--- src/rtl/tic_pkg.sv ---
// Purpose: Shared constants and types for the time interval counter
// Assumes: Special function register bus with 8-bit address and data
// Notes:   Offsets are byte addresses on that bus
package tic_pkg;
   // Register addresses
   localparam logic [7:0] TIC_ADDR_CTL      = 8'ha1;
   localparam logic [7:0] TIC_ADDR_FRAC     = 8'ha2;
   localparam logic [7:0] TIC_ADDR_SEC      = 8'ha3;
   localparam logic [7:0] TIC_ADDR_MIN      = 8'ha4;
   localparam logic [7:0] TIC_ADDR_HOUR     = 8'ha5;
   localparam logic [7:0] TIC_ADDR_INTERVAL_COMPARE_VALUE   = 8'ha6;
   // Control field positions
   localparam int TIC_BIT_HOUR24 = 6;
   localparam int TIC_BIT_TB_HI  = 5;
   localparam int TIC_BIT_TB_LO  = 4;
   localparam int TIC_BIT_SINGLE = 3;
   localparam int TIC_BIT_FLAG   = 2;
   localparam int TIC_BIT_IEN    = 1;
   localparam int TIC_BIT_CEN    = 0;
   // Reset values
   localparam logic [7:0] TIC_RST_CTL       = 8'h00;
   localparam logic [7:0] TIC_RST_INTERVAL_COMPARE_VALUE    = 8'h00;
   localparam logic [7:0] TIC_RST_TIME      = 8'h00;
   // Counter limits
   localparam logic [7:0] TIC_FRAC_MAX      = 8'h7f;
   localparam logic [7:0] TIC_SEC_MAX       = 8'h3b;
   localparam logic [7:0] TIC_MIN_MAX       = 8'h3b;
   localparam logic [7:0] TIC_HOUR24_MAX    = 8'h17;
   localparam logic [7:0] TIC_HOUR255_MAX   = 8'hff;
   // Timing: crystal edges per 1/128 second
   localparam int TIC_XTAL_HZ    = 32768;
   localparam int TIC_FRAC_HZ    = 128;
   localparam int TIC_PRESCALE   = TIC_XTAL_HZ / TIC_FRAC_HZ;
   localparam logic [7:0] TIC_PRESCALE_MAX = 8'(TIC_PRESCALE - 1);
   localparam logic [15:0] TIC_VECTOR      = 16'h0053;
   localparam logic [15:0] TIC_NO_VECTOR   = 16'h0000;

   // Timebase choices
   typedef enum logic [1:0] {
      TIC_TB_FRAC = 2'h0,
      TIC_TB_SEC  = 2'h1,
      TIC_TB_MIN  = 2'h2,
      TIC_TB_HOUR = 2'h3
   } tic_tb_type;

   // Control register fields
   typedef struct packed {
      logic       hour_range_24;
      tic_tb_type timebase;
      logic       single_shot;
      logic       interval_match_flag;
      logic       interval_count_enable;
      logic       time_clock_enable;
   } tic_ctl_type;

   // Time of day registers
   typedef struct packed {
      logic [7:0] hour;
      logic [7:0] min;
      logic [7:0] sec;
      logic [7:0] frac;
   } tic_time_type;
endpackage

--- src/rtl/tic_edge_sync.sv ---
// Purpose: Bring the crystal clock into the core domain as a tick
// Assumes: Crystal runs far slower than the core clock
// Notes:   One pulse per rising crystal edge, three cycles late
`timescale 1ns/10ps
module tic_edge_sync (
   input  wire logic clock_in,   // Core clock
   input  wire logic srst_in,    // Synchronous reset
   input  wire logic async_in,   // Foreign level
   output logic      rise_out    // One-cycle pulse on rise
);
   logic meta_q, sync_q, last_q, rise_q;
   logic rise_d;

   // First flop feeds only the second one
   always_comb begin
      rise_d = sync_q & ~last_q;
   end

   always_ff @(posedge clock_in) begin
      if (srst_in) begin
         meta_q <= 1'b0;
         sync_q <= 1'b0;
         last_q <= 1'b0;
         rise_q <= 1'b0;
      end else begin
         meta_q <= async_in;
         sync_q <= meta_q;
         last_q <= sync_q;
         rise_q <= rise_d;
      end
   end

   assign rise_out = rise_q;
endmodule // tic_edge_sync

--- src/rtl/tic_interval_timer_unit.sv ---
// Purpose: Time interval counter with time of day chain
// Assumes: Crystal level sampled on the core clock, which must keep running
// Notes:   Register port is a plain special function register port
// Functional notes
// - Counting follows the 32.768 kHz crystal, also while powered down.
// - Control bits 5:4 choose which time overflow clocks the interval counter.
// - Counter equal to compare value sets flag bit 2; only software clears it.
// - Enabled flag in power-down wakes the core, vector 0053H.
// - Control bit 6 selects hours 0..23, else 0..255.
// - Single-shot bit 3 clears interval enable on timeout, else reload.
// - Control bit 1 enables the interval counter.
// - Bit 0 gates time clock; clearing restores last written time values.
// - Time registers are writable while time clock enable is low.
// - Control bit 7 is absent; writes ignored, reads zero.
// - Intervals span one 1/128 s tick to 256 hours (compare value 0).
// - Compare register holds an 8-bit target, 0 to 255.
// - Fraction count advances each 1/128 s, 0..127, then carries seconds.
// - Seconds and minutes count 0..59, carrying to the next register.
`timescale 1ns/10ps
module tic_interval_timer_unit
   import tic_pkg::*;
(
   input  wire logic        clock_in,        // Core clock, 10 MHz
   input  wire logic        srst_in,         // Synchronous reset
   input  wire logic        xtal_in,         // 32.768 kHz crystal level
   input  wire logic [7:0]  sfr_addr_in,     // Register address
   input  wire logic [7:0]  sfr_wdata_in,    // Write data
   input  wire logic        sfr_wr_in,       // Write strobe
   input  wire logic        sfr_rd_in,       // Read strobe
   input  wire logic        irq_enable_in,   // Core enable for this interrupt
   input  wire logic        power_down_in,   // Core is powered down
   output logic [7:0]       sfr_rdata_out,   // Read data, held
   output logic             irq_out,         // Interrupt request level
   output logic             wake_out,        // Wake from power-down
   output logic [15:0]      vector_out       // Service address while requested
);
   logic xtal_rise;

   // Crystal edges become core-domain ticks
   tic_edge_sync u_sync (
      .clock_in (clock_in),
      .srst_in  (srst_in),
      .async_in (xtal_in),
      .rise_out (xtal_rise)
   );

   tic_ctl_type  ctl_q, ctl_d;
   tic_time_type time_q, time_d, shadow_q, shadow_d;
   logic [7:0]   interval_compare_value_q, interval_compare_value_d;
   logic [7:0]   icount_q, icount_d;
   logic [7:0]   presc_q, presc_d;
   logic [7:0]   rdata_q, rdata_d;
   logic         irq_q, irq_d, wake_q, wake_d;
   logic [15:0]  vector_q, vector_d;

   logic         wr_ctl, wr_time, wr_int;
   logic         frac_tick, of_frac, of_sec, of_min, of_hour;
   logic         tb_tick, match;
   logic [7:0]   hour_max, icount_inc;

   // Decode strobes
   always_comb begin
      wr_ctl  = sfr_wr_in && (sfr_addr_in == TIC_ADDR_CTL);
      wr_int  = sfr_wr_in && (sfr_addr_in == TIC_ADDR_INTERVAL_COMPARE_VALUE);
      wr_time = sfr_wr_in && !ctl_q.time_clock_enable &&
                (sfr_addr_in >= TIC_ADDR_FRAC) && (sfr_addr_in <= TIC_ADDR_HOUR);
   end

   // Time chain carries; every stage gated by the time clock enable
   always_comb begin
      hour_max  = ctl_q.hour_range_24 ? TIC_HOUR24_MAX : TIC_HOUR255_MAX;
      frac_tick = ctl_q.time_clock_enable && xtal_rise && (presc_q == TIC_PRESCALE_MAX);
      of_frac   = frac_tick && (time_q.frac >= TIC_FRAC_MAX);
      of_sec    = of_frac && (time_q.sec >= TIC_SEC_MAX);
      of_min    = of_sec && (time_q.min >= TIC_MIN_MAX);
      of_hour   = of_min && (time_q.hour >= hour_max);
      unique case (ctl_q.timebase)
         TIC_TB_FRAC: tb_tick = frac_tick;
         TIC_TB_SEC:  tb_tick = of_frac;
         TIC_TB_MIN:  tb_tick = of_sec;
         TIC_TB_HOUR: tb_tick = of_min;
      endcase
      icount_inc = icount_q + 8'h01;
      match      = ctl_q.interval_count_enable && tb_tick && (icount_inc == interval_compare_value_q);
   end

   // Next time, shadow and prescaler values
   always_comb begin
      time_d   = time_q;
      shadow_d = shadow_q;
      presc_d  = presc_q;
      if (!ctl_q.time_clock_enable) begin
         presc_d = 8'h00;
         time_d  = shadow_q;
         if (wr_time) begin
            unique case (sfr_addr_in)
               TIC_ADDR_FRAC: begin
                  shadow_d.frac = sfr_wdata_in;
                  time_d.frac   = sfr_wdata_in;
               end
               TIC_ADDR_SEC: begin
                  shadow_d.sec = sfr_wdata_in;
                  time_d.sec   = sfr_wdata_in;
               end
               TIC_ADDR_MIN: begin
                  shadow_d.min = sfr_wdata_in;
                  time_d.min   = sfr_wdata_in;
               end
               default: begin
                  shadow_d.hour = sfr_wdata_in;
                  time_d.hour   = sfr_wdata_in;
               end
            endcase
         end
      end else if (xtal_rise) begin
         // Prescaler wraps itself at 256 crystal edges
         presc_d = presc_q + 8'h01;
         if (frac_tick) begin
            time_d.frac = of_frac ? 8'h00 : time_q.frac + 8'h01;
            if (of_frac) begin
               time_d.sec = of_sec ? 8'h00 : time_q.sec + 8'h01;
            end
            if (of_sec) begin
               time_d.min = of_min ? 8'h00 : time_q.min + 8'h01;
            end
            if (of_min) begin
               time_d.hour = of_hour ? 8'h00 : time_q.hour + 8'h01;
            end
         end
      end
   end

   // Control, compare and interval counter
   always_comb begin
      ctl_d    = ctl_q;
      interval_compare_value_d = wr_int ? sfr_wdata_in : interval_compare_value_q;
      icount_d = icount_q;
      if (wr_ctl) begin
         // Bit 7 simply has no storage
         ctl_d.hour_range_24         = sfr_wdata_in[TIC_BIT_HOUR24];
         ctl_d.timebase              = tic_tb_type'(sfr_wdata_in[TIC_BIT_TB_HI:TIC_BIT_TB_LO]);
         ctl_d.single_shot           = sfr_wdata_in[TIC_BIT_SINGLE];
         ctl_d.interval_count_enable = sfr_wdata_in[TIC_BIT_IEN];
         ctl_d.time_clock_enable     = sfr_wdata_in[TIC_BIT_CEN];
      end else if (match && ctl_q.single_shot) begin
         ctl_d.interval_count_enable = 1'b0;
      end
      // Writing zero clears the flag, a match in the same cycle still sets it
      ctl_d.interval_match_flag = match ||
         (ctl_q.interval_match_flag && !(wr_ctl && !sfr_wdata_in[TIC_BIT_FLAG]));
      if (!ctl_q.interval_count_enable) begin
         icount_d = 8'h00;
      end else if (match) begin
         icount_d = 8'h00;
      end else if (tb_tick) begin
         icount_d = icount_inc;
      end
   end

   // Read data and interrupt outputs
   always_comb begin
      rdata_d = rdata_q;
      if (sfr_rd_in) begin
         unique case (sfr_addr_in)
            TIC_ADDR_CTL:    rdata_d = {1'b0, ctl_q};
            TIC_ADDR_FRAC:   rdata_d = time_q.frac;
            TIC_ADDR_SEC:    rdata_d = time_q.sec;
            TIC_ADDR_MIN:    rdata_d = time_q.min;
            TIC_ADDR_HOUR:   rdata_d = time_q.hour;
            TIC_ADDR_INTERVAL_COMPARE_VALUE: rdata_d = interval_compare_value_q;
            default:         rdata_d = 8'h00;
         endcase
      end
      irq_d    = ctl_q.interval_match_flag && irq_enable_in;
      wake_d   = irq_d && power_down_in;
      vector_d = irq_d ? TIC_VECTOR : TIC_NO_VECTOR;
   end

   // Register everything
   always_ff @(posedge clock_in) begin
      if (srst_in) begin
         ctl_q    <= tic_ctl_type'(TIC_RST_CTL[6:0]);
         time_q   <= {4{TIC_RST_TIME}};
         shadow_q <= {4{TIC_RST_TIME}};
         interval_compare_value_q <= TIC_RST_INTERVAL_COMPARE_VALUE;
         icount_q <= 8'h00;
         presc_q  <= 8'h00;
         rdata_q  <= 8'h00;
         irq_q    <= 1'b0;
         wake_q   <= 1'b0;
         vector_q <= TIC_NO_VECTOR;
      end else begin
         ctl_q    <= ctl_d;
         time_q   <= time_d;
         shadow_q <= shadow_d;
         interval_compare_value_q <= interval_compare_value_d;
         icount_q <= icount_d;
         presc_q  <= presc_d;
         rdata_q  <= rdata_d;
         irq_q    <= irq_d;
         wake_q   <= wake_d;
         vector_q <= vector_d;
      end
   end

   assign sfr_rdata_out = rdata_q;
   assign irq_out       = irq_q;
   assign wake_out      = wake_q;
   assign vector_out    = vector_q;
endmodule // tic_interval_timer_unit

--- config.mk ---
export PLATFORM = sky130hd
export DESIGN_NAME = tic_interval_timer_unit
export DESIGN_NICKNAME = d
export VERILOG_FILES = /design/src/rtl/tic_pkg.sv /design/src/rtl/tic_edge_sync.sv /design/src/rtl/tic_interval_timer_unit.sv
export SDC_FILE = /design/constraint.sdc
export NUM_CORES = 1
export LEC_CHECK = 0
export BUFFER_PORTS_ARGS = -buffer_cell sky130_fd_sc_hd__buf_2
export CAP_MARGIN = 20
export CORE_MARGIN = 2
export CORE_UTILIZATION = 54
export CTS_CLUSTER_DIAMETER = 150
export CTS_CLUSTER_SIZE = 20
export DETAILED_ROUTE_END_ITERATION = 16
export HOLD_SLACK_MARGIN = 0.15
export PLACE_DENSITY = 0.76
export SLEW_MARGIN = 10
export SYNTH_ARGS = -nofsm -noshare
export SYNTH_HDL_FRONTEND = slang
export SYNTH_SLANG_ARGS = --single-unit
--- constraint.sdc ---
create_clock -name clock_in -period 2.2 [get_ports clock_in]
set_clock_uncertainty 0.05 [all_clocks]
set_input_delay 0.11 -clock clock_in [delete_from_list [all_inputs] [get_ports clock_in]]
set_output_delay 0.11 -clock clock_in [all_outputs]
set_load 0.01 [all_outputs]
== Yosys cells after proc, flatten, opt, wreduce, memory -nomap -nowiden ==
Cells that the tools add are included.

* Register bits after elaboration: 125
* Input port bits: 23
* Output and inout port bits: 26
* Logic and storage cells: 109

* Add/subtract/negate cells: 6
* $lt $le $gt $ge: 6
* Equality and inequality tests: 16
* Muxes and demuxes: 21
* Bitwise logic cells: 4
* Reduce and logical (&&, ||, !) cells: 31

{| class="wikitable"
|+ Operators with widths
! operator !! count
|-
| 32-bit two-way mux || 4
|-
| 8-bit two-way mux || 12
|-
| 8-bit == test, second input constant || 7
|-
| 8-bit by 1-bit adder with 8-bit output, second input constant || 6
|-
| 8-bit one-hot mux with 6 select lines || 1
|-
| 1-bit logical AND || 18
|-
| 8-bit by 6-bit >= comparator with 1-bit output, second input constant || 2
|-
| 2-bit by 1-bit != test with 1-bit output, second input constant || 5
|-
| 3-bit AND reduction || 3
|-
| 8-bit == test || 1
|-
| 8-bit by 7-bit >= comparator with 1-bit output, second input constant || 1
|-
| 8-bit >= comparator || 1
|-
| 8-bit >= comparator, second input constant || 1
|-
| 8-bit <= comparator, second input constant || 1
|-
| 7-bit two-way mux || 1
|-
| 3-bit OR reduction || 2
|-
| 2-bit == test, second input constant || 2
|-
| 1-bit one-hot mux with 4 select lines || 1
|-
| 1-bit zero test || 3
|-
| 1-bit NOT || 3
|-
| 2-bit by 1-bit == test with 1-bit output, second input constant || 1
|-
| 2-bit zero test || 1
|-
| 1-bit two-way mux || 2
|-
| 2-bit AND reduction || 1
|-
| other kinds (4) || 4
|}

== Depth between registers and ports, before layout ==
Gate-level depths: netlist of the first run.

* Depth in word-level cells: 11
* Depth in mapped cells: 9
* Mapped depth without buffers: 7

== Cells and area by module ==
A second synthesis of the first run with hierarchy kept.

* Cells, all modules: 635
* Area, all modules: 5484.0 um^2

{| class="wikitable"
|+ By module, submodules not included
! module !! times used !! cells an instance !! area an instance (um^2) !! seq. area each (um^2)
|-
| tic_interval_timer_unit || 1 || 627 || 5372.7 || 2102.0
|-
| tic_edge_sync || 1 || 8 || 111.4 || 80.1
|}

== Worst setup path after synthesis of the first run ==
OpenSTA, ideal clock, no wires.

* Path kind: flip-flop to flip-flop
* Start point: register time_q[0] (netlist name)
* End point: register icount_q[6]
* Setup time: 74 ps
* Arrival: 2248 ps
* Data required time: 2076 ps
* Setup slack: -171 ps
* Stages on the path, launching flop included: 9
* Path buffers: 1
* Clock period less this slack: 2371 ps
* Path through: dfxtp_1 ha_1 and3_1 buf_4 a41oi_4 a22o_1 or3_4 or4_4 o211ai_2

* Longest elaborated chain between the ends: 8

{| class="wikitable"
|+ RTL lines
! what !! line !! RTL
|-
| from (decl) || tic_interval_timer_unit.sv:48 || <nowiki>tic_time_type time_q, time_d, shadow_q, shadow_d;</nowiki>
|-
| from (signal assigned) || tic_interval_timer_unit.sv:183 || <nowiki>time_q <= {4{TIC_RST_TIME}};</nowiki>
|-
| from (signal assigned) || tic_interval_timer_unit.sv:194 || <nowiki>time_q <= time_d;</nowiki>
|-
| 8-bit by 7-bit >= comparator with 1-bit output * || tic_interval_timer_unit.sv:73 || <nowiki>of_frac = frac_tick && (time_q.frac >= TIC_FRAC_MAX);</nowiki>
|-
| 1-bit logical AND * || tic_interval_timer_unit.sv:73 ||
|-
| 1-bit logical AND || tic_interval_timer_unit.sv:74 || <nowiki>of_sec = of_frac && (time_q.sec >= TIC_SEC_MAX);</nowiki>
|-
| 1-bit logical AND || tic_interval_timer_unit.sv:75 || <nowiki>of_min = of_sec && (time_q.min >= TIC_MIN_MAX);</nowiki>
|-
| 1-bit one-hot mux with 4 select lines * || tic_interval_timer_unit.sv:77 || <nowiki>unique case (ctl_q.timebase)</nowiki>
|-
| 1-bit logical AND (2 in series) || tic_interval_timer_unit.sv:84 || <nowiki>match = ctl_q.interval_count_enable && tb_tick && (icount_inc == interval_compare_value_q);</nowiki>
|-
| 3-bit OR reduction (no source line) || n/a ||
|-
| to (signal assigned) || tic_interval_timer_unit.sv:197 || <nowiki>icount_q <= icount_d;</nowiki>
|-
| to (decl) || tic_interval_timer_unit.sv:50 || <nowiki>logic [7:0] icount_q, icount_d;</nowiki>
|}

Every way passes the cells marked *; elsewhere a longest branch is shown, timed or not.
A chain may end at the register's enable or synchronous reset.

== Worst setup path in the final report of the first run ==
* Start point: register time_q[8] (netlist name)
* End point: register icount_q[6]

* Longest elaborated chain between the ends: 7

{| class="wikitable"
|+ RTL lines
! what !! line
|-
| 8-bit by 6-bit >= comparator with 1-bit output * || tic_interval_timer_unit.sv:74
|-
| 1-bit logical AND * || tic_interval_timer_unit.sv:74
|-
| 1-bit logical AND || tic_interval_timer_unit.sv:75
|-
| 1-bit one-hot mux with 4 select lines * || tic_interval_timer_unit.sv:77
|-
| 1-bit logical AND (2 in series) || tic_interval_timer_unit.sv:84
|-
| 3-bit OR reduction (no source line) || n/a
|}

Marks and branches as above.

==> results.txt, run 1 <==
Critical path launch point type: a flip-flop. The die is 106 um wide. The areal power density over the cells was 549 nW/um^2; the post-synthesis cell type count was 69.

The later pin in the worst-skew pair is clocked with a latency of 0.40 ns. The slowest stage of the critical path belongs to the cell sky130_fd_sc_hd__or4_4. The global-route wire length before repair is 25000 um.

The final-report hold violation count was 0. In this run the critical register-to-register path is captured at icount_q[6]. For the post-detailed-routing wire length, the log shows 16200 um. The tools report the switching power of the nets as 0.000856 W. Critical path's top delay family: simple AND/OR/NAND/NOR gates.

The core area was 10300 um^2; the worst reg-to-reg path cell count was 8. In the post-synthesis netlist, the biggest area contributors are sky130_fd_sc_hd__dfxtp_1, sky130_fd_sc_hd__mux2i_1, sky130_fd_sc_hd__nor2_1, sky130_fd_sc_hd__a21oi_1, sky130_fd_sc_hd__nand2_1. The critical path data required time was 2.48 ns. The run finished, with violations left. The total buffers and inverters traversed by the critical path works out to 1. Combinational logic is responsible for 4.9% of the overall power. The tools report the worst-case vdd ir drop as 0.494 mV. The biggest area contributor in the post-synthesis netlist is sky130_fd_sc_hd__dfxtp_1.

The first-iteration detailed-routing DRC count came out at 480. Of the total power, the share spent switching nets is 22.9%. In the final routed layout, each cell accounts on average for 18.4 um. The tools report the launch instance of the worst register-to-register path as time_q[8]. The worst hold path begins at sfr_addr_in[0].

The run gives 1 as the final-report setup violation count. Traced cell by cell, the critical path runs through ha_2 -> o2111a_1 -> nor3_2 -> buf_4 -> a22o_1 -> or3_4 -> or4_4 -> o211ai_2. The synthesized area was 5670 um^2.

The die outline area was 11300 um^2. Hold timing on the final database bottoms out at a slack of 0.249 ns. The run gives 4846 as the via count of the first global-routing pass. The iteration count of the initial detailed-routing pass was 5; the total leakage power was 2.84 nW. The share of layout cells above drive strength 1 is 22.0%. Setup repair after global routing could not meet its margin everywhere. The tools report the final count of pins violating max slew as 0. The tools report the critical path capture point type as a flip-flop. Measured on the finished design, the core utilization comes to 66.3%.

The clock tree root driver cell is sky130_fd_sc_hd__clkbuf_8. The tree built by TritonCTS fans out to 109 sinks. In this design, the stage delay of the slowest critical-path cell is 0.42 ns. The share of total power in sequential cells is 53.2%. In this run the remaining antenna-violating nets after routing total 0.

The data arrival time at the worst-slack endpoint came out at 2.50 ns. The logs give 0.451 GHz for the achievable clock frequency and 28.5% for the total global routing track utilization. The synthesized design contains 109 register bits. Cell internal power was estimated by the tool at 0.00288 W.

Port buffering added 36 buffers. Once the floorplan was initialized, standard cells occupied 55.1% of the core. The signed area change from the synthesized netlist to the final layout works out to 20.2%. The critical path in this run is classified as flip-flop to flip-flop. The checks that failed: setup timing. Entering global routing, the biggest net connects 84 pins. Along the worst path, the maximum fanout reaches 6. The clock transition at the registers of the reported paths came out at 0.11 ns.

In the layout the commonest cells are sky130_fd_sc_hd__dfxtp_1, sky130_fd_sc_hd__nor2_1, sky130_fd_sc_hd__buf_4. After global routing the overflow that remains totals 0. Count of vias placed by the detailed router: 5375.

The path with the worst hold slack has its endpoint at shadow_q[17]. The worst hold path belongs to the class input port to flip-flop. The run gives 49 as the I/O pin total. The library cell used most frequently in the layout, excluding fill and tap cells, is sky130_fd_sc_hd__dfxtp_1.

Synthesis handed over a netlist of 663 instances. The number of fill cells is 889, and the average footprint of a synthesized cell is 8.55 um^2. After synthesis, the largest area contributor takes up 38.5% of total cell area.

Dominant synthesized flop cell: sky130_fd_sc_hd__dfxtp_1. The tool flagged a number of max-cap violations equal to 0. The number of synthesized flops with an enable pin is 0, and the setup total negative slack is -0.0171 ns.

The share of the yosys chip area belonging to registers is 38.5%, and the maximum count of clock buffers along a single path is 2. After detailed routing, the number of remaining DRC violations is 0. The share of async-settable or async-resettable flops after synthesis is 0%, and the minimum setup slack among reg-to-reg paths is -0.02 ns. Subtracting the final worst setup slack from the clock period gives 2.22 ns.

TritonCTS built the clock tree. The die extent in y came out at 106 um. Along the worst hold path, the cell count comes to 4. During synthesis, Yosys emitted a total of 0 warnings. The worst path uses 101% of the clock period.

Final critical-path setup slack: -0.0171 ns. Of the total power, the clock network draws 41.9%. The CTS H-tree depth came out at 3.

The final layout contains 772 nets. The average via count per standard cell was 6.11; the standard-cell row count was 37. The number of antenna violations at the first check in global routing was 0; the number of antenna diodes was 0. Routability-driven placement finished with a final weighted congestion of 0.949.

The wire-length estimate of the detail-placed layout is 11500 um. In this run, CTS created clock tree buffers numbering 9.
stage by stage:
step,cell area [um^2],worst slack [ns],cells,power [W]
after floorplan,5740,0.0125,674,0.00213
after global placement,6220,0.0746,844,0.00219
after detailed placement,6220,0.00703,844,0.00219
after CTS,6650,-0.00280,875,0.00375
after global routing,6810,-0.0869,880,0.00383
final,6810,-0.0171,880,0.00374
area by class of cell:
cell class,count,area (um^2),area share (%)
timing repair buffer,109,779,11.4
multi-input combinational,499,3350,49.2
clock buffer,10,149,2.19
sequential,109,2200,32.3
tap,136,170,2.50
clock inverter,6,116,1.71
inverter,11,41.3,0.606
flip-flops by register name, indices dropped and copies added, names as in the netlist:
signal and cells:
u_sync.meta_q 1, interval_compare_value_q 8, icount_q 8, vector_out 1, time_q 32, u_sync.rise_out 1
shadow_q 32, presc_q 8, wake_out 1, u_sync.sync_q 1, ctl_q 7, sfr_rdata_out 8
u_sync.last_q 1
repair_timing:
item / CTS / global route
hold endpoints to repair: 50 / 0
setup buffers: 0 / 4
cloned: 0 / 1
gates resized for setup: 3 / 33
hold buffers: 15 / 0
setup endpoints to repair: 8 / 31
pin swaps: 0 / 4
power by group through the flow:
stage / clock [W] / combinational, W / sequential (W)
after floorplan: 0 / 0.0000945 / 0.00204
after global placement: 0 / 0.000158 / 0.00203
after detailed placement: 0 / 0.000161 / 0.00203
after CTS: 0.00159 / 0.000180 / 0.00199
after global routing: 0.00165 / 0.000197 / 0.00199
final: 0.00157 / 0.000183 / 0.00199
worst max-delay path by stage:
| stage | endpoint | slack, ns | from | cells past startpoint |
|---|---|---|---|---|
| 2_1_floorplan | time_q[24] | 0.01 | time_q[16] | 6 |
| 3_3_place_gp | icount_q[6] | 0.07 | time_q[1] | 7 |
| 3_5_place_dp | icount_q[7] | 0.007 | icount_q[1] | 9 |
| 4_1_cts | icount_q[6] | -0.003 | time_q[1] | 7 |
| 5_1_grt | icount_q[6] | -0.09 | time_q[8] | 8 |
| 6_report | icount_q[6] | -0.02 | time_q[8] | 8 |
worst reg2reg max path: cells and delay by family (launching register included):
family / cells / cell delay (ns)
AOI/OAI and AO/OA: 3 / 0.52
adders and majority gates: 1 / 0.20
buffers and inverters: 1 / 0.16
DFF: 1 / 0.36
and+or+nand+nor: 3 / 0.87
cells by family (layout without fill, tap and decap cells):
kind of cell	after synthesis	in the layout	share of synthesized area [%]
flip-flops	109	109	38.5
adder cells (fa/ha/maj)	10	10	2.21
AO/OA/AOI/OAI	157	157	19.2
AND/OR/NAND/NOR	250	250	22.1
other	1	12	0.0662
multiplexers	56	56	10.1
buffers and inverters	66	136	5.61
XOR/XNOR	14	14	2.16
routing by layer:
| metal | track usage, % | vias up | share of wire [%] |
|---|---|---|---|
| met3 | 4.41 | 40 | 8.2 |
| met1 | 39.4 | 2551 | 42 |
| li1 | - | 2547 | - |
| met2 | 45.1 | 237 | 46 |
| met5 | 0 | - | 0 |
| met4 | 10.5 | 0 | 3.5 |
synthesized netlist by cell type (all sizes together), types with 11 or more instances:
master and instances:
a211oi 20, a21oi 40, and3 13, buf 23
clkbuf 32, dfxtp 109, inv 11, mux2i 48
nand2 44, nand3 27, nor2 91, nor2b 19
o21ai 26
(Power assumes the default switching activity.)
==> run 2: changes to the inputs <==
- ABC_AREA: unset -> 1
- CTS_CLUSTER_SIZE: 20 -> 14
==> results.txt, run 2 <==
The flow ran to the end, and the final reports show no timing, DRC or antenna violations. The synthesized area is 5870 um^2, and the signed area change from the synthesized netlist to the final layout is 12.3%. After legalization and detailed placement, the total HPWL measured 11300 um. Based on the critical path, the design can be clocked at up to 0.498 GHz. Across every metal layer, demand over resource in global routing totals 27.5%.

The tools report the final-report hold violation count as 0. The tools report the critical path launch point type as a flip-flop. The largest registers in the layout are shadow_q: 32 flops, time_q: 32 flops. The worst setup path is captured at a flip-flop. The multiplexer share of the synthesized area came out at 0%. The worst hold path belongs to the class input port to flip-flop. In the routed design, unresolved DRC markers number 0.

At the worst endpoint, the required time is 2.45 ns. The post-synthesis cell type count is 41, and the fraction of the mapped netlist area in compound gates is 20.8%. After layout, the minimum clock period comes to 2.01 ns. Setup repair after global routing left no endpoint under its margin. Maximum fanout encountered on the critical timing path: 6. For the number of antenna diodes, the log shows 0.

After synthesis, the largest family of logic cells by area is simple AND/OR/NAND/NOR gates. Dominant synthesized flop cell: sky130_fd_sc_hd__dfxtp_1. Of the total synthesized cell area, the portion taken by full adders, half adders and majority gates is 2.13%.

Counting instances in the post-synthesis netlist gives the leading cell types as sky130_fd_sc_hd__nand2_1, sky130_fd_sc_hd__inv_1, sky130_fd_sc_hd__dfxtp_1. TritonCTS built the clock tree. The first global-routing pass estimated 24900 um of wire. The number of routed nets with antenna violations came out at 0. The post-CTS setup buffer count is 0, and the number of fill cells is 1024.

Measured along the x axis, the die boundary spans 108 um. STA puts the critical path data arrival time at 2.26 ns. Once the floorplan was initialized, standard cells occupied 54.9% of the core.

The region available for standard cell placement spans 10700 um^2. For the cell area after placement, the log shows 6190 um^2. Of all flip-flops after synthesis, the portion carrying an async set or reset was 0%. The cell accounting for the most synthesized area is sky130_fd_sc_hd__dfxtp_1. The average footprint of a synthesized cell is 6.86 um^2, and the fraction of the cycle the final worst path needs is 91.2%. On the final layout, the worst hold slack is 0.199 ns. The library cells used most frequently in the layout, excluding fill and tap cells, are sky130_fd_sc_hd__nand2_1, sky130_fd_sc_hd__inv_1, sky130_fd_sc_hd__dfxtp_1.

At the pin with the least slew margin, the transition time is 0.583 ns. The die is 108 um tall. Number of nets in the final layout: 936.

For this run, the number of Yosys warnings is 0. For this design, the sink count on the clock tree is 109. The logs give 0 for the final count of pins violating max slew and 0 for the final-report setup violation count.

The H-tree generated during clock tree synthesis spans 3 levels. The top cell type by area accounts for 37.2% of the synthesized area. The most common cell in the synthesized netlist is sky130_fd_sc_hd__nand2_1.

Clock-pin slew was measured on the worst setup and hold paths at 0.10 ns. The area share of and/or/nand/nor cells after synthesis was 25.4%. The logs give 2 for the maximum count of clock buffers along a single path and 855 for the number of cells produced by synthesis.

The logs give 38 for the standard-cell row count and 421 for the first-iteration detailed-routing DRC count. The clock tree root driver cell is sky130_fd_sc_hd__clkbuf_8. In the final routed layout, each cell accounts on average for 14.9 um.

Port buffering added 36 buffers. After synthesis, the cell types taking the most area are sky130_fd_sc_hd__dfxtp_1, sky130_fd_sc_hd__nand2_1, sky130_fd_sc_hd__inv_1, sky130_fd_sc_hd__o21ai_0, sky130_fd_sc_hd__nand3_1. The post-detailed-routing wire length is 15600 um, and the total overflow reported by the global router is 0.

After routing the design area is 6590 um^2. The tools report the count of vias placed by the detailed router as 5780. The total of max-cap violations is 0, and the total clock buffers created by CTS is 9. Entering global routing, the biggest net connects 45 pins. The run gives 11700 um^2 as the die outline area.

The logs give 0.39 ns for the clock latency at the later pin of the worst-skew pair and 0.00368 W for the total power draw. The number of antenna violations at the first check in global routing was 0; the share of layout cells above drive strength 1 was 11.0%. The I/O pin total is 49, and the setup total negative slack is 0 ns. The share of the yosys chip area belonging to registers was 37.2%; the parity-gate share of the synthesized area counting xor and xnor cells was 1.34%.

The first detailed-routing pass ran for 5 iterations. The worst max-slew margin expressed relative to the limit was 61.1%; the number of synthesized flops with an enable pin was 0. For the total leakage power, the log shows 2.73 nW.

The worst setup path is of the flip-flop to flip-flop kind. The global placement routability congestion was 0.936; the areal power density over the cells was 559 nW/um^2. The number of synthesized register bits came out at 109.

The average via count per standard cell is 5.52. The via count of the first global-routing pass was 5056. The worst-case IR drop observed on VDD is 0.452 mV.
## run 2: worst paths after layout
| check | startpoint | endpoint | slack, ns | depth (start not counted) |
|---|---|---|---|---|
| min reg2reg | u_sync.last_q | u_sync.rise_out | 0.34 | 1 |
| max reg2reg | presc_q[1] | time_q[10] | 0.19 | 12 |
| max | presc_q[1] | time_q[10] | 0.19 | 12 |
| min | sfr_wr_in | interval_compare_value_q[6] | 0.20 | 4 |
## run 2: what timing repair did
item                                    4_1_cts  5_1_grt
endpoints found under the setup margin        0       25
gates resized for setup                       0        7
endpoints found under the hold margin        41        0
hold buffers                                 14        0
## run 2: worst max-delay path, cell delays in order (launching register included)
cell	delay, ns
sky130_fd_sc_hd__dfxtp_1	0.36
sky130_fd_sc_hd__ha_1	0.19
sky130_fd_sc_hd__nand3_1	0.12
sky130_fd_sc_hd__inv_1	0.07
sky130_fd_sc_hd__nand3b_1	0.22
sky130_fd_sc_hd__nor2_1	0.17
sky130_fd_sc_hd__nand2_1	0.11
sky130_fd_sc_hd__nand2_1	0.20
sky130_fd_sc_hd__inv_1	0.14
sky130_fd_sc_hd__nand3b_1	0.11
sky130_fd_sc_hd__nand3_1	0.08
sky130_fd_sc_hd__nand3_1	0.08
sky130_fd_sc_hd__inv_1	0.03
## run 2: layout make-up
cell class | instances | area, um^2 | share of cell area [%]
well taps | 140 | 175 | 2.66
clock buffers | 10 | 128 | 1.94
flip-flops and latches | 109 | 2180 | 33.1
clock inverters | 6 | 111 | 1.69
inverters | 135 | 507 | 7.69
multi-input cells | 575 | 2980 | 45.2
repair buffers | 73 | 505 | 7.67
## run 2: per-layer routing
metal,vias to the layer above,share of wire (%),track usage (%)
met5,-,0,0
met2,181,45,42.7
li1,2941,-,-
met3,48,6.5,4.46
met4,0,4.1,13.5
met1,2610,45,37.2
## run 2: logic make-up (layout without fill, tap and decap cells)
kind of cell               after synthesis  count (layout)
AOI/OAI and AO/OA                      221             221
xor gates and xnor gates                 9               9
adders and majority gates               10              10
buffers and inverters                  182             224
DFF                                    109             109
other                                    1              12
and+or+nand+nor                        323             323
## run 2: power breakdown
part	total (W)	switching (W)	internal, W
combinational	0.000231	0.000151	0.0000799
clock	0.00146	0.000700	0.000756
sequential	0.00200	0.00000981	0.00199
## run 2: stage by stage
step	setup slack, ns	utilization [%]	cells
6_report	0.193	61.6	1048
5_1_grt	0.00112	61.6	1048
4_1_cts	0.109	61.4	1048
3_5_place_dp	0.132	57.8	1018
3_3_place_gp	0.164	57.8	1018
2_1_floorplan	0.433	-	866
==> run 3: changes to the inputs <==
- BUFFER_PORTS_ARGS: -buffer_cell sky130_fd_sc_hd__buf_2 -> unset
- CORE_UTILIZATION: 54 -> 55
- DONT_BUFFER_PORTS: unset -> 1
- PLACE_DENSITY: 0.76 -> 0.73
==> results.txt, run 3 (synthesis results as in run 2) <==
Setup repair after global routing left no endpoint under its margin. The run gives 0.150 ns as the final critical-path setup slack. The tools report the die outline area as 11500 um^2. The critical path is of the flip-flop to flip-flop type. Setup violations remaining at the end of the flow were counted as 0.

The number of design rule violations left after detail routing is 0, and the areal power density over the cells is 541 nW/um^2. In this run the remaining antenna-violating nets after routing total 0. For the CTS H-tree depth, the log shows 3. Counting every sink on the clock net gives 109. The x dimension of the die is 107 um.

The logs give 37 for the standard-cell row count and 56.8% for the initial cell density of the core. The sequential cells in the finished layout cover a total of 2180 um^2. The final-report hold violation count came out at 0.

TritonCTS built the clock tree. The iteration count of the initial detailed-routing pass is 6. The placement-stage worst setup slack was 0.0648 ns; the average via count per standard cell was 5.78. 49 I/O pins were placed.

The global-route wire length before repair was 26300 um. The library cells used most frequently in the layout, excluding fill and tap cells, are sky130_fd_sc_hd__nand2_1, sky130_fd_sc_hd__inv_1, sky130_fd_sc_hd__dfxtp_1. The path class of the tightest hold or removal check is input port to flip-flop. At the end of the flow, the number of nets in the layout was 906.

The total power draw came out at 0.00349 W. The worst hold path stage count came out at 4. The total clock buffers created by CTS came out at 9. The run finished with clean final reports. Cells with a size suffix above 1 make up 7.63% of the layout. Max-cap violations in this run came to 0. The largest registers in the layout are shadow_q: 32 flops, time_q: 32 flops. IR analysis of the VDD net gives a maximum drop of 0.479 mV.

STA classifies the critical path endpoint as a flip-flop. The tools report the total overflow reported by the global router as 0. The logs give 0 ns for the setup total negative slack and 10300 um^2 for the core area. The critical path data required time was 2.42 ns.

In the final layout, the multi-input gates occupy 2980 um^2. For the final count of pins violating max slew, the log shows 0. The maximum fanout encountered on the critical timing path was 8. After routing the design area is 6460 um^2.

At the later pin of the worst-skew pair, clock insertion delay measures 0.38 ns. The via count of the first global-routing pass came out at 5281. The worst setup path is launched from a flip-flop. Worst max-slew margin expressed relative to the limit: 55.9%. The congestion estimate from routability-driven global placement came to 0.984. The worst reg-to-reg path cell count is 9, and the pin count of the biggest net entering global routing is 47. In this run the clock root is driven by a sky130_fd_sc_hd__clkbuf_8. The final HPWL from detailed placement was 11800 um; the count of input and output buffers was 0. Subtracting the final worst setup slack from the clock period gives 2.05 ns. The logs give 29.2% for the total global routing track utilization and 2.27 ns for the data arrival time at the worst-slack endpoint. In this run the register-to-register setup slack is 0.15 ns. Fill cells in the final layout number 950. Counting along the longest clock path gives a buffer depth of 2. The wire length per cell is 16.4 um, and the clock transition at the registers of the reported paths is 0.10 ns. For this block, the initial DRC count from the detailed router was 579.

For this run, the top clock speed supported by timing is 0.488 GHz. The fraction of the cycle the final worst path needs is 93.2%, and the cell area after placement is 5970 um^2. Count of vias placed by the detailed router: 5870.

The tools report the number of antenna violations at the first check in global routing as 1. Compared with the post-synthesis result, the final layout area differs by 10.1%. The post-detailed-routing wire length is 16600 um, and the die extent in y is 107 um. The slew at the pin with the worst max-slew slack is 0.655 ns, and the total leakage power is 2.59 nW.
-- run 3: routing by layer --
layer | vias up | wire length (um) | GRT usage [%]
met4 | 0 | 363 | 9.18
met3 | 34 | 1510 | 5.33
met2 | 287 | 7400 | 46.5
li1 | 2871 | - | -
met1 | 2678 | 7330 | 40.2
met5 | - | 0 | 0
-- run 3: per-stage QoR --
stage          instances  hold WS [ns]  util, %
2_1_floorplan        866         0.167        -
3_3_place_gp         975         0.133     57.8
3_5_place_dp         975         0.136     57.8
4_1_cts             1011         0.158     61.9
5_1_grt             1015         0.191     62.6
6_report            1015         0.162     62.6
-- run 3: worst paths after layout --
| check | startpoint | to |
|---|---|---|
| setup / recovery | presc_q[0] | icount_q[6] |
| hold / removal | sfr_wr_in | time_q[5] |
| setup reg to reg | presc_q[0] | icount_q[6] |
| hold reg to reg | u_sync.meta_q | u_sync.sync_q |
-- run 3: layout make-up --
cell class	count	area share, %
antenna	1	0.0387
clock buffer	11	2.34
clock inverter	5	0.911
inverter	135	7.85
multi-input combinational	575	46.2
sequential	109	33.8
tap	136	2.63
timing repair buffer	43	6.24
-- run 3: timing repair --
| item | CTS | global route |
|---|---|---|
| setup buffers | 0 | 2 |
| setup endpoints to repair | 0 | 20 |
| hold buffers | 20 | 0 |
| endpoints found under the hold margin | 96 | 0 |
| resized for setup | 0 | 7 |
-- run 3: power breakdown --
group,internal (W),switching [W],leakage [nW]
Clock,0.000589,0.000700,0.102
Combinational,0.0000659,0.000136,1.61
Sequential,0.00199,0.0000154,0.880
-- run 3: critical path, stage by stage, from the launching register on --
cell	delay, ns
sky130_fd_sc_hd__dfxtp_1	0.37
sky130_fd_sc_hd__ha_1	0.20
sky130_fd_sc_hd__nand3_1	0.12
sky130_fd_sc_hd__nor2_2	0.17
sky130_fd_sc_hd__nand3_1	0.16
sky130_fd_sc_hd__or2_2	0.31
sky130_fd_sc_hd__nand2_1	0.13
sky130_fd_sc_hd__nand4_1	0.21
sky130_fd_sc_hd__nand3_4	0.17
sky130_fd_sc_hd__nor2_1	0.05
